===== src/pump_cmd_params.svh =====
// timing constants, fill figures and the behaviour summary of the pump command decoder
// What this block does
// host holds each command high within 0.1 s
// 1.9 to 2.1 s pulse strokes first body
// 5/8/12 s: second, both, fill function
// 14 s acknowledges errors, cancels fill
// out-of-window or over 15 s pulses ignored
// self-check at power-up, then idle only
// status high means ready after 3 s
// falling edge starts run, status goes low
// runs of 9 to 15 s are normal
// good run end returns status high
// commands ignored until 3 s after run
// host waits 22 s after 2 s command
// run faults shown as steady low status
// 2 s during fill cancels first body
// fill: 40 strokes, 0.5 s high gaps
// only acknowledge accepted during error
// 8 s strokes bodies in turn, 45 s gap; the code starts the second body straight after the first, with no gap
// host waits 25 s after 5 s command
// pulse measured in ms, acted on fall
// command input glitch-filtered before measuring
`ifndef PUMP_CMD_PARAMS_SVH
`define PUMP_CMD_PARAMS_SVH

`define CLK_PERIOD_NS 50
`define TICK_PERIOD_NS 1000000
`define TICK_CYCLES (`TICK_PERIOD_NS / `CLK_PERIOD_NS)
`define FILTER_TIME_NS 100000
`define FILTER_CYCLES (`FILTER_TIME_NS / `CLK_PERIOD_NS)

`define MS_W 14
`define TOL_MS 14'd100
`define NOM_SINGLE1_MS 14'd2000
`define NOM_SINGLE2_MS 14'd5000
`define NOM_BOTH_MS 14'd8000
`define NOM_FILL_MS 14'd12000
`define NOM_ACK_MS 14'd14000
`define PULSE_LIMIT_MS 14'd15001
`define RUN_MIN_MS 14'd9000
`define RUN_MAX_MS 14'd15000
`define LOCK_MS 14'd3001
`define FILL_GAP_MS 14'd500
`define SELF_CHECK_MS 14'd1000
`define FILL_STROKES 6'd40

`endif


===== src/pump_cmd_pkg.sv =====
// types shared by the pump command decoder
package pump_cmd_pkg;

  typedef enum logic [2:0] {
    CMD_NONE = 3'h0,
    CMD_SINGLE1 = 3'h1,
    CMD_SINGLE2 = 3'h2,
    CMD_BOTH = 3'h3,
    CMD_FILL = 3'h4,
    CMD_ACK = 3'h5
  } cmd_t;

  typedef enum logic [2:0] {
    ST_SELF = 3'h0,
    ST_LOCK = 3'h1,
    ST_READY = 3'h3,
    ST_PICK = 3'h2,
    ST_RUN = 3'h6,
    ST_PAUSE = 3'h7,
    ST_ERROR = 3'h5
  } state_t;

  typedef struct packed {
    logic first_pump_body;
    logic second_pump_body;
  } motor_drive_t;

endpackage


===== src/glitch_filter.sv =====
// two-flop synchroniser and stability filter for one slow input pin
`timescale 1ns/10ps
`default_nettype none
module glitch_filter #(
  parameter int STABLE_CYCLES = 2000
) (
  input wire logic clock,
  input wire logic sys_rst,
  input wire logic ce,
  input wire logic pin,
  output logic level
);
  localparam int CW = $clog2(STABLE_CYCLES + 1);

  logic sync1_q, sync1_d, sync2_q, sync2_d, level_q, level_d;
  logic [CW-1:0] cnt_q, cnt_d;

  initial begin
    if (STABLE_CYCLES < 2) $error("glitch_filter: STABLE_CYCLES must be at least 2");
  end

  always_comb begin
    sync1_d = pin;
    sync2_d = sync1_q;
    level_d = level_q;
    cnt_d = '0;
    // a spike shorter than the window never reaches the output
    if (sync2_q != level_q) begin
      if (cnt_q == CW'(STABLE_CYCLES - 1)) begin
        level_d = sync2_q;
      end else begin
        cnt_d = cnt_q + 1'b1;
      end
    end
  end

  always_ff @(posedge clock) begin
    if (sys_rst) begin
      sync1_q <= 1'b0;
      sync2_q <= 1'b0;
      level_q <= 1'b0;
      cnt_q <= '0;
    end else if (ce) begin
      sync1_q <= sync1_d;
      sync2_q <= sync2_d;
      level_q <= level_d;
      cnt_q <= cnt_d;
    end
  end

  assign level = level_q;
endmodule
`default_nettype wire


===== src/pump_cmd_decoder.sv =====
// pulse-length command decoder and motor run sequencer for the lubrication pump
`timescale 1ns/10ps
`default_nettype none
`include "pump_cmd_params.svh"
module pump_cmd_decoder #(
  parameter int TICK_CYCLES = `TICK_CYCLES,
  parameter int FILTER_CYCLES = `FILTER_CYCLES,
  parameter bit TWO_BODY = 1'b1
) (
  input wire logic clock,
  input wire logic sys_rst,
  input wire logic ce,
  input wire logic cmd_pin,
  input wire logic motor_done,
  input wire logic motor_fault,
  output logic status_q,
  output pump_cmd_pkg::motor_drive_t motor_q,
  output logic fill_active_q
);
  import pump_cmd_pkg::*;

  localparam int PW = $clog2(TICK_CYCLES);

  initial begin
    if (TICK_CYCLES < 2) $error("pump_cmd_decoder: TICK_CYCLES must be at least 2");
  end

  function automatic logic in_win(input logic [`MS_W-1:0] len, input logic [`MS_W-1:0] nom);
    in_win = (len >= nom - `TOL_MS) && (len <= nom + `TOL_MS);
  endfunction

  function automatic cmd_t classify(input logic [`MS_W-1:0] len, input logic two);
    classify = CMD_NONE;
    if (in_win(len, `NOM_SINGLE1_MS)) classify = CMD_SINGLE1;
    else if (two && in_win(len, `NOM_SINGLE2_MS)) classify = CMD_SINGLE2;
    else if (two && in_win(len, `NOM_BOTH_MS)) classify = CMD_BOTH;
    else if (in_win(len, `NOM_FILL_MS)) classify = CMD_FILL;
    else if (in_win(len, `NOM_ACK_MS)) classify = CMD_ACK;
  endfunction

  logic cmd_level;
  glitch_filter #(.STABLE_CYCLES(FILTER_CYCLES)) u_filter (
    .clock(clock),
    .sys_rst(sys_rst),
    .ce(ce),
    .pin(cmd_pin),
    .level(cmd_level)
  );

  // motor driver feedback comes from another board, so it is synchronised
  logic [1:0] done_sync_q, done_sync_d, fault_sync_q, fault_sync_d;
  logic [PW-1:0] pre_q, pre_d;
  logic tick;
  logic prev_q, prev_d, armed_q, armed_d;
  logic [`MS_W-1:0] pulse_q, pulse_d, timer_q, timer_d;
  state_t state_q, state_d;
  logic status_d, fill_active_d;
  motor_drive_t motor_d;
  logic pend1_q, pend1_d, pend2_q, pend2_d;
  logic [5:0] fill1_q, fill1_d, fill2_q, fill2_d;
  logic rise, fall;
  cmd_t cmd;

  always_comb begin
    done_sync_d = {done_sync_q[0], motor_done};
    fault_sync_d = {fault_sync_q[0], motor_fault};
    tick = (pre_q == PW'(TICK_CYCLES - 1));
    pre_d = tick ? '0 : pre_q + 1'b1;
  end

  always_comb begin
    rise = cmd_level && !prev_q;
    fall = !cmd_level && prev_q;
    prev_d = cmd_level;
    pulse_d = pulse_q;
    armed_d = armed_q;
    // measure high time in ms, saturating past the longest legal pulse
    if (rise) begin
      pulse_d = '0;
      armed_d = (state_q != ST_LOCK) && (state_q != ST_SELF);
    end else if (cmd_level && tick && pulse_q < `PULSE_LIMIT_MS) begin
      pulse_d = pulse_q + 1'b1;
    end
    cmd = (fall && armed_q) ? classify(pulse_q, TWO_BODY) : CMD_NONE;
  end

  always_comb begin
    state_d = state_q;
    timer_d = (tick && timer_q != {`MS_W{1'b1}}) ? timer_q + 1'b1 : timer_q;
    status_d = status_q;
    motor_d = motor_q;
    pend1_d = pend1_q;
    pend2_d = pend2_q;
    fill1_d = fill1_q;
    fill2_d = fill2_q;
    // fill cancels are honoured between and during fill strokes
    if (state_q == ST_RUN || state_q == ST_PAUSE || state_q == ST_PICK) begin
      if (cmd == CMD_SINGLE1) fill1_d = '0;
      if (cmd == CMD_SINGLE2) fill2_d = '0;
      if (cmd == CMD_ACK) begin
        fill1_d = '0;
        fill2_d = '0;
      end
    end
    case (state_q)
      ST_SELF: begin
        // self-check holds the motors off and the status low
        if (timer_q >= `SELF_CHECK_MS) begin
          timer_d = '0;
          state_d = fault_sync_q[1] ? ST_ERROR : ST_LOCK;
          status_d = !fault_sync_q[1];
        end
      end
      ST_LOCK: begin
        // status already high; ready only after it stood over 3 s
        if (timer_q >= `LOCK_MS) state_d = ST_READY;
      end
      ST_READY: begin
        if (cmd != CMD_NONE && cmd != CMD_ACK) begin
          status_d = 1'b0;
          state_d = ST_PICK;
          pend1_d = (cmd == CMD_SINGLE1) || (cmd == CMD_BOTH);
          pend2_d = (cmd == CMD_SINGLE2) || (cmd == CMD_BOTH);
          if (cmd == CMD_FILL) begin
            fill1_d = `FILL_STROKES;
            fill2_d = TWO_BODY ? `FILL_STROKES : 6'h00;
          end
        end
      end
      ST_PICK: begin
        status_d = 1'b0;
        timer_d = '0;
        state_d = ST_RUN;
        if (pend1_q || fill1_d != 6'h00) begin
          motor_d.first_pump_body = 1'b1;
          if (pend1_q) pend1_d = 1'b0;
          else fill1_d = fill1_d - 1'b1;
        end else if (pend2_q || fill2_d != 6'h00) begin
          motor_d.second_pump_body = 1'b1;
          if (pend2_q) pend2_d = 1'b0;
          else fill2_d = fill2_d - 1'b1;
        end else begin
          status_d = 1'b1;
          state_d = ST_LOCK;
        end
      end
      ST_RUN: begin
        // a run outside 9..15 s or a driver fault is an error
        if (fault_sync_q[1] || timer_q >= `RUN_MAX_MS
            || (done_sync_q[1] && timer_q < `RUN_MIN_MS)) begin
          motor_d = '0;
          pend1_d = 1'b0;
          pend2_d = 1'b0;
          fill1_d = '0;
          fill2_d = '0;
          state_d = ST_ERROR;
        end else if (done_sync_q[1]) begin
          motor_d = '0;
          timer_d = '0;
          if (pend1_q || pend2_q) begin
            state_d = ST_PICK; // second body follows straight on
          end else begin
            status_d = 1'b1;
            state_d = (fill1_d != 6'h00 || fill2_d != 6'h00) ? ST_PAUSE : ST_LOCK;
          end
        end
      end
      ST_PAUSE: begin
        if (timer_q >= `FILL_GAP_MS) begin
          state_d = ST_PICK;
          status_d = 1'b0;
        end
      end
      ST_ERROR: begin
        // steady low stays until acknowledged; nothing else is taken
        status_d = 1'b0;
        if (cmd == CMD_ACK) begin
          status_d = 1'b1;
          timer_d = '0;
          state_d = ST_LOCK;
        end
      end
      default: begin
        motor_d = '0;
        status_d = 1'b0;
        state_d = ST_ERROR;
      end
    endcase
    fill_active_d = (fill1_d != 6'h00) || (fill2_d != 6'h00);
  end

  always_ff @(posedge clock) begin
    if (sys_rst) begin
      done_sync_q <= 2'h0;
      fault_sync_q <= 2'h0;
      pre_q <= '0;
      prev_q <= 1'b0;
      armed_q <= 1'b0;
      pulse_q <= '0;
      timer_q <= '0;
      state_q <= ST_SELF;
      status_q <= 1'b0;
      motor_q <= '0;
      pend1_q <= 1'b0;
      pend2_q <= 1'b0;
      fill1_q <= '0;
      fill2_q <= '0;
      fill_active_q <= 1'b0;
    end else if (ce) begin
      done_sync_q <= done_sync_d;
      fault_sync_q <= fault_sync_d;
      pre_q <= pre_d;
      prev_q <= prev_d;
      armed_q <= armed_d;
      pulse_q <= pulse_d;
      timer_q <= timer_d;
      state_q <= state_d;
      status_q <= status_d;
      motor_q <= motor_d;
      pend1_q <= pend1_d;
      pend2_q <= pend2_d;
      fill1_q <= fill1_d;
      fill2_q <= fill2_d;
      fill_active_q <= fill_active_d;
    end
  end
endmodule
`default_nettype wire


===== config.mk =====
export PLATFORM = sky130hd
export DESIGN_NAME = pump_cmd_decoder
export DESIGN_NICKNAME = d
export VERILOG_FILES = /design/src/pump_cmd_pkg.sv /design/src/glitch_filter.sv /design/src/pump_cmd_decoder.sv
export VERILOG_INCLUDE_DIRS = /design/src
export SDC_FILE = /design/constraint.sdc
export NUM_CORES = 1
export LEC_CHECK = 0
export ABC_AREA = 0
export BUFFER_PORTS_ARGS = -buffer_cell sky130_fd_sc_hd__buf_2
export CAP_MARGIN = 20
export CORE_MARGIN = 2
export CORE_UTILIZATION = 34
export DETAILED_ROUTE_END_ITERATION = 8
export SKIP_CTS_REPAIR_TIMING = 1
export SYNTH_ARGS = -nofsm -noshare
export SYNTH_HDL_FRONTEND = slang
export SYNTH_SLANG_ARGS = --single-unit

===== constraint.sdc =====
create_clock -name clock -period 4.3 [get_ports clock]
set_input_delay 0.86 -clock clock [delete_from_list [all_inputs] [get_ports clock]]
set_output_delay 0.86 -clock clock [all_outputs]
set_load 0.01 [all_outputs]

==> results.md, run 1 <==
* Status: complete, no violations
* Mapped cell area at approximately 5300 um^2
* Largest net degree at the start of global routing at 40
* Critical Path, Cell by Cell: or4_1 > o21ai_2 > and4_4 > o21ai_1 > nand2_1 > ha_1 > inv_1 > nor2_1 > o211ai_4 > a21oi_1 > a21oi_1 > nor3_1 > and4b_1 > a31oi_1
* Vias at between 4,000 and 5,000
* Pwr/cell area at roughly 400 nW/um^2
* Remaining DRCs at 0
* WP data arrival at 3.93 ns
* Initial Util at a little over a third
* Leading area contributor after synthesis: dfxtp_1
* Ys flop type: dfxtp_1
* Final net count at 685
* Peak supply drop at 0.235 mV
* Worst slew pin tran at roughly 0.8 ns
* EDFF count, synth at 0
* P&R area growth vs syn at 7.94%
* Die width at approximately 130 um
* WL/cell at 14.6 um
* Mapped Nets at just over 700
* Final number of hold-violating endpoints at 0
* Initial antenna violation count at 0
* Routability congestion estimate at 0.893
* First-pass GRT wire length at between 20,000 and 25,000 um
* Via-per-instance ratio at about 5.5
* Clock power share at around a third
* R2r setup slk at approximately 0.58 ns
* Largest cells by area after synthesis: dfxtp_1 32%, nor2_1 7.8%, xor2_1 6.0%, nand2_1 5.2%, a21oi_1 3.0%
* Synth top area share at 32.0%
* DIE AREA at 16,500 um^2
* Slew headroom at a little under half
* Sequential share of the synthesized area at between 30% and 40%
* Crit-path max cell delay at roughly 0.57 ns
* Detailed Routing Iterations Pass 1 at 4
* Clock Latency Late Sink at between 0.3 and 0.4 ns
* Yosys cell types at 79
* Type of the most critical hold path: reg -> reg
* RSZ-0062 raised after global routing: false
* Initial drt markers at around 340
* Critical path class: reg -> reg
* I/O pin cnt at 10
* Max Fclk at 269 MHz
* Sum Neg Setup Slack at 0 ns
* Root buf cell: clkbuf_16
* Min Tclk post-route at ~3.7 ns
* Max Cap Viol at 0
* Most frequent cell after synthesis: nor2_1
* Clock Skew at about 0.0044 ns
* Slew Limit Fails at 0
* Total track usage at 15.7%
* Cell Int Power at around 1.5 mW
* Setup crit end kind: flop
* Ant. Diodes at 0
* Reg power frac at between 30% and 40%
* H-tree Lvls at 3
* Clock sink total at 84
* Most frequent CP cell: a21oi_1
* Reg clk slew, reported paths at about 0.06 ns
* Floorplan Core Area at about 15,000 um^2
* Total setup violations reported at the end of the flow at 0
* Flip-flop and latch count after synthesis at 84
* Tcrit/Tclk final at just under 90%
* Synth top cells by count: 109 x nor2_1, 84 x dfxtp_1, 73 x nand2_1
* CTS tree: yes
* Syn avg cell area at around 7.7 um^2
* Vias in the first global route at 4,291
* Comb pwr share at 27.4%
* Sw frac at between 30% and 40%
* Worst setup SP type: flop
* FILL cells at about 1,600
* ANT nets after route at 0
* Crit-path slowest cell: or4_1
* Congestion Overflow GR at 0
* CTS max path bufs at 2
* Crit Path Max Fanout at 11
* Async SR Flop Fraction at 0%
* Number of placement rows at 45
* Layout cells sized above 1 at under 10%
* Worst endpoint required time at ~4.5 ns
* Detailed placer's ending HPWL at around 8900 um
* Die height at 128 um
* Core Util, Final at between 30% and 40%
* CTS buffer count at 9
* Cells after Synth at 687
* # port buffers at 9
* Net switching power at between 0.7 and 0.8 mW
* Synth Warn # at 0
* P_leak at roughly 2.0 nW
* Final WL at between 10,000 and 15,000 um
## worst max-delay path, delay by kind of cell (launching register included)
family	cells	cell delay, ns
compound gates	6	1.06
buf+inv	1	0.09
fa+ha+maj	1	0.20
simple gates	6	1.82
flops	1	0.42
## sequential cells by signal, summed over array words and instances (netlist names)
name / count
fill_active_q: 1
u_filter.level: 1
armed_q: 1
pre_q: 15
fill1_q: 6
u_filter.sync1_q: 1
prev_q: 1
status_q: 1
pend1_q: 1
motor_q: 2
u_filter.sync2_q: 1
done_sync_q: 2
pulse_q: 14
u_filter.cnt_q: 11
pend2_q: 1
fill2_q: 6
fault_sync_q: 2
timer_q: 14
state_q: 3
## cell type report
| type | instances | area, um^2 | area share, % |
|---|---|---|---|
| tap | 188 | 235 | 4.14 |
| inverter | 14 | 52.6 | 0.925 |
| clock inverter | 7 | 76.3 | 1.34 |
| multi-input combinational | 544 | 3320 | 58.4 |
| timing repair buffer | 15 | 90.1 | 1.59 |
| clock buffer | 9 | 225 | 3.97 |
| sequential | 84 | 1680 | 29.6 |
## power by group through the flow
stage	logic [mW]	registers, mW	clock network (mW)
detailed placement	0.605	0.875	0
CTS	0.607	0.858	0.810
global route	0.688	0.864	0.843
finish	0.620	0.859	0.788
floorplan	0.481	0.861	0
global placement	0.608	0.877	0
## stage by stage
step	area [um^2]	instances	worst slack, ns	power, mW	hold slack [ns]
floorplan	5260	687	0.838	1.34	0.456
global placement	5380	845	0.722	1.48	0.460
detailed placement	5380	845	0.630	1.48	0.451
CTS	5680	861	0.620	2.28	0.461
global route	5680	861	0.270	2.40	0.487
finish	5680	861	0.580	2.27	0.453
## cell usage in the layout, fill, tap and decap left out, drive strengths merged, types with 4 or more instances in the layout
cell type	synthesis	layout
and3	12	12
nand2b	9	9
or3	6	6
a21o	5	5
nor3	19	19
o21ai	34	34
inv	13	14
or2	6	6
xor2	36	36
clkbuf	28	9
and2	4	4
buf	17	15
nor2b	5	5
a211oi	10	10
a31oi	10	10
mux2i	13	13
or4	4	4
o211ai	11	11
nor2	110	110
nand3	29	29
a21oi	32	32
xnor2	12	12
o31ai	6	6
nand2	73	73
nand4	21	21
dfxtp	84	84
nor4	9	9
ha	11	11
clkinv	1	5
and4	5	5
nor3b	4	4
## cells by family after synthesis
group	Yosys count	share of synthesized area (%)
and+or+nand+nor	325	30.2
AOI/OAI and AO/OA	147	19.8
DFF	84	32.0
buffers and inverters	59	4.97
xor gates and xnor gates	48	7.99
muxes	13	2.47
adders and majority gates	11	2.62
## worst paths after layout
kind | startpoint | end | cells past startpoint
worst max-delay path | pulse_q[6]$_SDFFE_PP0P_ | fill_active_q$_SDFFE_PP0P_ | 14
worst min-delay path | motor_q[0]$_SDFFE_PP0P_ | motor_q[0]$_SDFFE_PP0P_ | 2
worst max register to register | pulse_q[6]$_SDFFE_PP0P_ | fill_active_q$_SDFFE_PP0P_ | 14
worst min register to register | motor_q[0]$_SDFFE_PP0P_ | motor_q[0]$_SDFFE_PP0P_ | 2
## per-layer routing
layer	vias to the layer above	share of wire [%]	track usage, %
li1	2412	-	-
met1	2215	51	22.9
met2	126	43	23.5
met3	13	5.0	3.08
met4	0	1.1	4.72
met5	-	0	0
Note: power is estimated with default switching activity, not from simulation.
==> run 2: changes to the inputs <==
CORE_MARGIN = not set   (was 2)
==> results.md, run 2 (synthesis results as in run 1) <==
* Layout cells sized above 1 at 8.01% (+0.14 points)
* Clock sink total at 84 (unchanged)
* Final number of hold-violating endpoints at 0 (unchanged)
* Tcrit/Tclk final at 87.6% (+1.1 points)
* CTS max path bufs at 2 (unchanged)
* Worst slew pin tran at 0.830 ns (+0.0296 ns)
* Critical path class: reg -> reg
* Clock power share at 33.5% (-1.3 points)
* Most common cell after layout, fill and taps aside: nor2_1
* Critical hold path startpoint: motor_q[0]$_SDFFE_PP0P_
* Slew headroom at 44.7% (-2.0 points)
* First-pass GRT wire length at 21,300 um (-0.74%)
* Largest net degree at the start of global routing at 39 (-2.5%)
* Sum Neg Setup Slack at 0 ns (unchanged)
* FILL cells at 1,568 (-1.9%)
* Initial drt markers at 314 (-6.3%)
* Root buf cell: clkbuf_16
* P_leak at 1.99 nW (-0.20%)
* Biggest register: pre_q
* Detailed Routing Iterations Pass 1 at 7 (+3)
* Max Fclk at 265 MHz (-1.3%)
* Clock Skew at 0.0105 ns (+0.00605 ns)
* Register area at 1680 um^2 (unchanged)
* ANT nets after route at 0 (unchanged)
* Peak supply drop at 0.230 mV (-2.2%)
* Initial Util at 34.7% (unchanged)
* H-tree Lvls at 3 (unchanged)
* Routability congestion estimate at 0.929 (+4.1%)
* Crit Path Max Fanout at 11 (unchanged)
* Max Cap Viol at 0 (unchanged)
* Core Util, Final at 37.4% (-0.066 points)
* Vias at 4,863 (+2.0%)
* CTS tree: yes
* Die width at 126 um (-1.6%)
* Failing checks: DRC
* Floorplan Core Area at 15,100 um^2 (unchanged)
* Most frequent cells in the layout: 109 x nor2_1, 84 x dfxtp_1, 73 x nand2_1, 36 x xor2_1, 32 x a21oi_1
* Sw frac at 35.7% (+1.1 points)
* I/O pin cnt at 10 (unchanged)
* Die height at 126 um (-1.6%)
* Initial antenna violation count at 0 (unchanged)
* Total setup violations reported at the end of the flow at 0 (unchanged)
* WL/cell at 14.9 um (+1.7%)
* Final net count at 686 (+0.15%)
* Setup crit end kind: flop
* Reg clk slew, reported paths at 0.06 ns (about the same)
* Slew Limit Fails at 0 (unchanged)
* Reg power frac at 37.8% (about the same)
* Worst endpoint required time at 4.51 ns (about the same)
* Min Tclk post-route at 3.77 ns (+0.0488 ns)
* Detailed placer's ending HPWL at 8960 um (+1.2%)
* # port buffers at 9 (unchanged)
* Pwr/cell area at 393 nW/um^2 (-1.5%)
* Setup Slack @ Placement at 0.601 ns (-0.0296 ns)
* Crit Reg-Reg Startpoint: pulse_q[6]$_SDFFE_PP0P_
* Final WL at 12,800 um (+1.8%)
* Multi-input gate area at 3320 um^2 (unchanged)
* CTS buffer count at 9 (unchanged)
* Comb pwr share at 28.7% (+1.3 points)
* Largest register FFs at 15 (unchanged)
* DIE AREA at 16,000 um^2 (-3.1%)
* P&R area growth vs syn at 7.75%
* Type of the most critical hold path: reg -> reg
* Ant. Diodes at 0 (unchanged)
* Setup WS post-layout at 0.532 ns (-0.0488 ns)
* Status: finished, violations left
* Largest registers: pre_q (15), pulse_q (14), timer_q (14)
* Congestion Overflow GR at 0 (unchanged)
* Clock Latency Late Sink at 0.35 ns (about the same)
* Remaining DRCs at 2 (+2)
* Vias in the first global route at 4,301 (+0.23%)
* WP data arrival at 3.98 ns (+0.05 ns)
* RSZ-0062 raised after global routing: false
* Number of placement rows at 45 (unchanged)
* Cell Int Power at 1.43 mW (-3.4%)
* Total track usage at 16.4% (+0.70 points)
* Via-per-instance ratio at 5.64 (+1.9%)
* Worst setup SP type: flop
* Net switching power at 0.797 mW (+1.6%)
* Worst Setup SP: pulse_q[6]$_SDFFE_PP0P_
[run 2: routing by layer]
metal	wire length (um)	part of all wire (%)	GRT usage, %	vias up
met2	5480	43	25.3	154
met4	296	2.3	6.59	0
li1	-	-	-	2431
met3	743	5.8	3.42	27
met1	6290	49	22.3	2251
met5	0	0	0	-
[run 2: cell type report]
type                    instances  area share (%)
multi-input cells             544            58.5
well taps                     188            4.15
flip-flops and latches         84            29.7
repair buffers                 16            1.72
inverters                      14           0.927
clock inverters                 7            1.04
clock buffers                   9            3.97
[run 2: worst max-delay path, stage by stage (launching register included)]
cell,delay [ns]
dfxtp_1,0.41
or4_1,0.57
o21ai_2,0.15
and4_4,0.31
o21ai_1,0.14
nand2_1,0.15
ha_1,0.20
inv_1,0.09
nor2_1,0.31
o211ai_4,0.16
a21oi_1,0.44
a21oi_1,0.12
nor3_1,0.27
and4b_1,0.23
a31oi_1,0.08
[run 2: stage by stage]
stage | cell area (um^2) | hold WS [ns] | std cells | power, mW
final | 5670 | 0.476 | 862 | 2.23
after CTS | 5670 | 0.476 | 862 | 2.24
after global placement | 5390 | 0.460 | 846 | 1.50
after detailed placement | 5390 | 0.467 | 846 | 1.49
after floorplan | 5260 | 0.456 | 687 | 1.34
after global routing | 5670 | 0.495 | 862 | 2.36
[run 2: final timing paths]
kind                                              endpoint  slack, ns  depth (start not counted)
worst max-delay path            fill_active_q$_SDFFE_PP0P_       0.53                         14
worst min-delay path               motor_q[0]$_SDFFE_PP0P_       0.48                          2
worst max register to register  fill_active_q$_SDFFE_PP0P_       0.53                         14
worst min register to register     motor_q[0]$_SDFFE_PP0P_       0.48                          2
[run 2: power groups by stage]
stage	clock network [mW]	registers (mW)	logic (mW)
finish	0.746	0.844	0.640
CTS	0.766	0.843	0.631
detailed placement	0	0.861	0.629
global route	0.801	0.849	0.706
global placement	0	0.861	0.639
floorplan	0	0.861	0.481
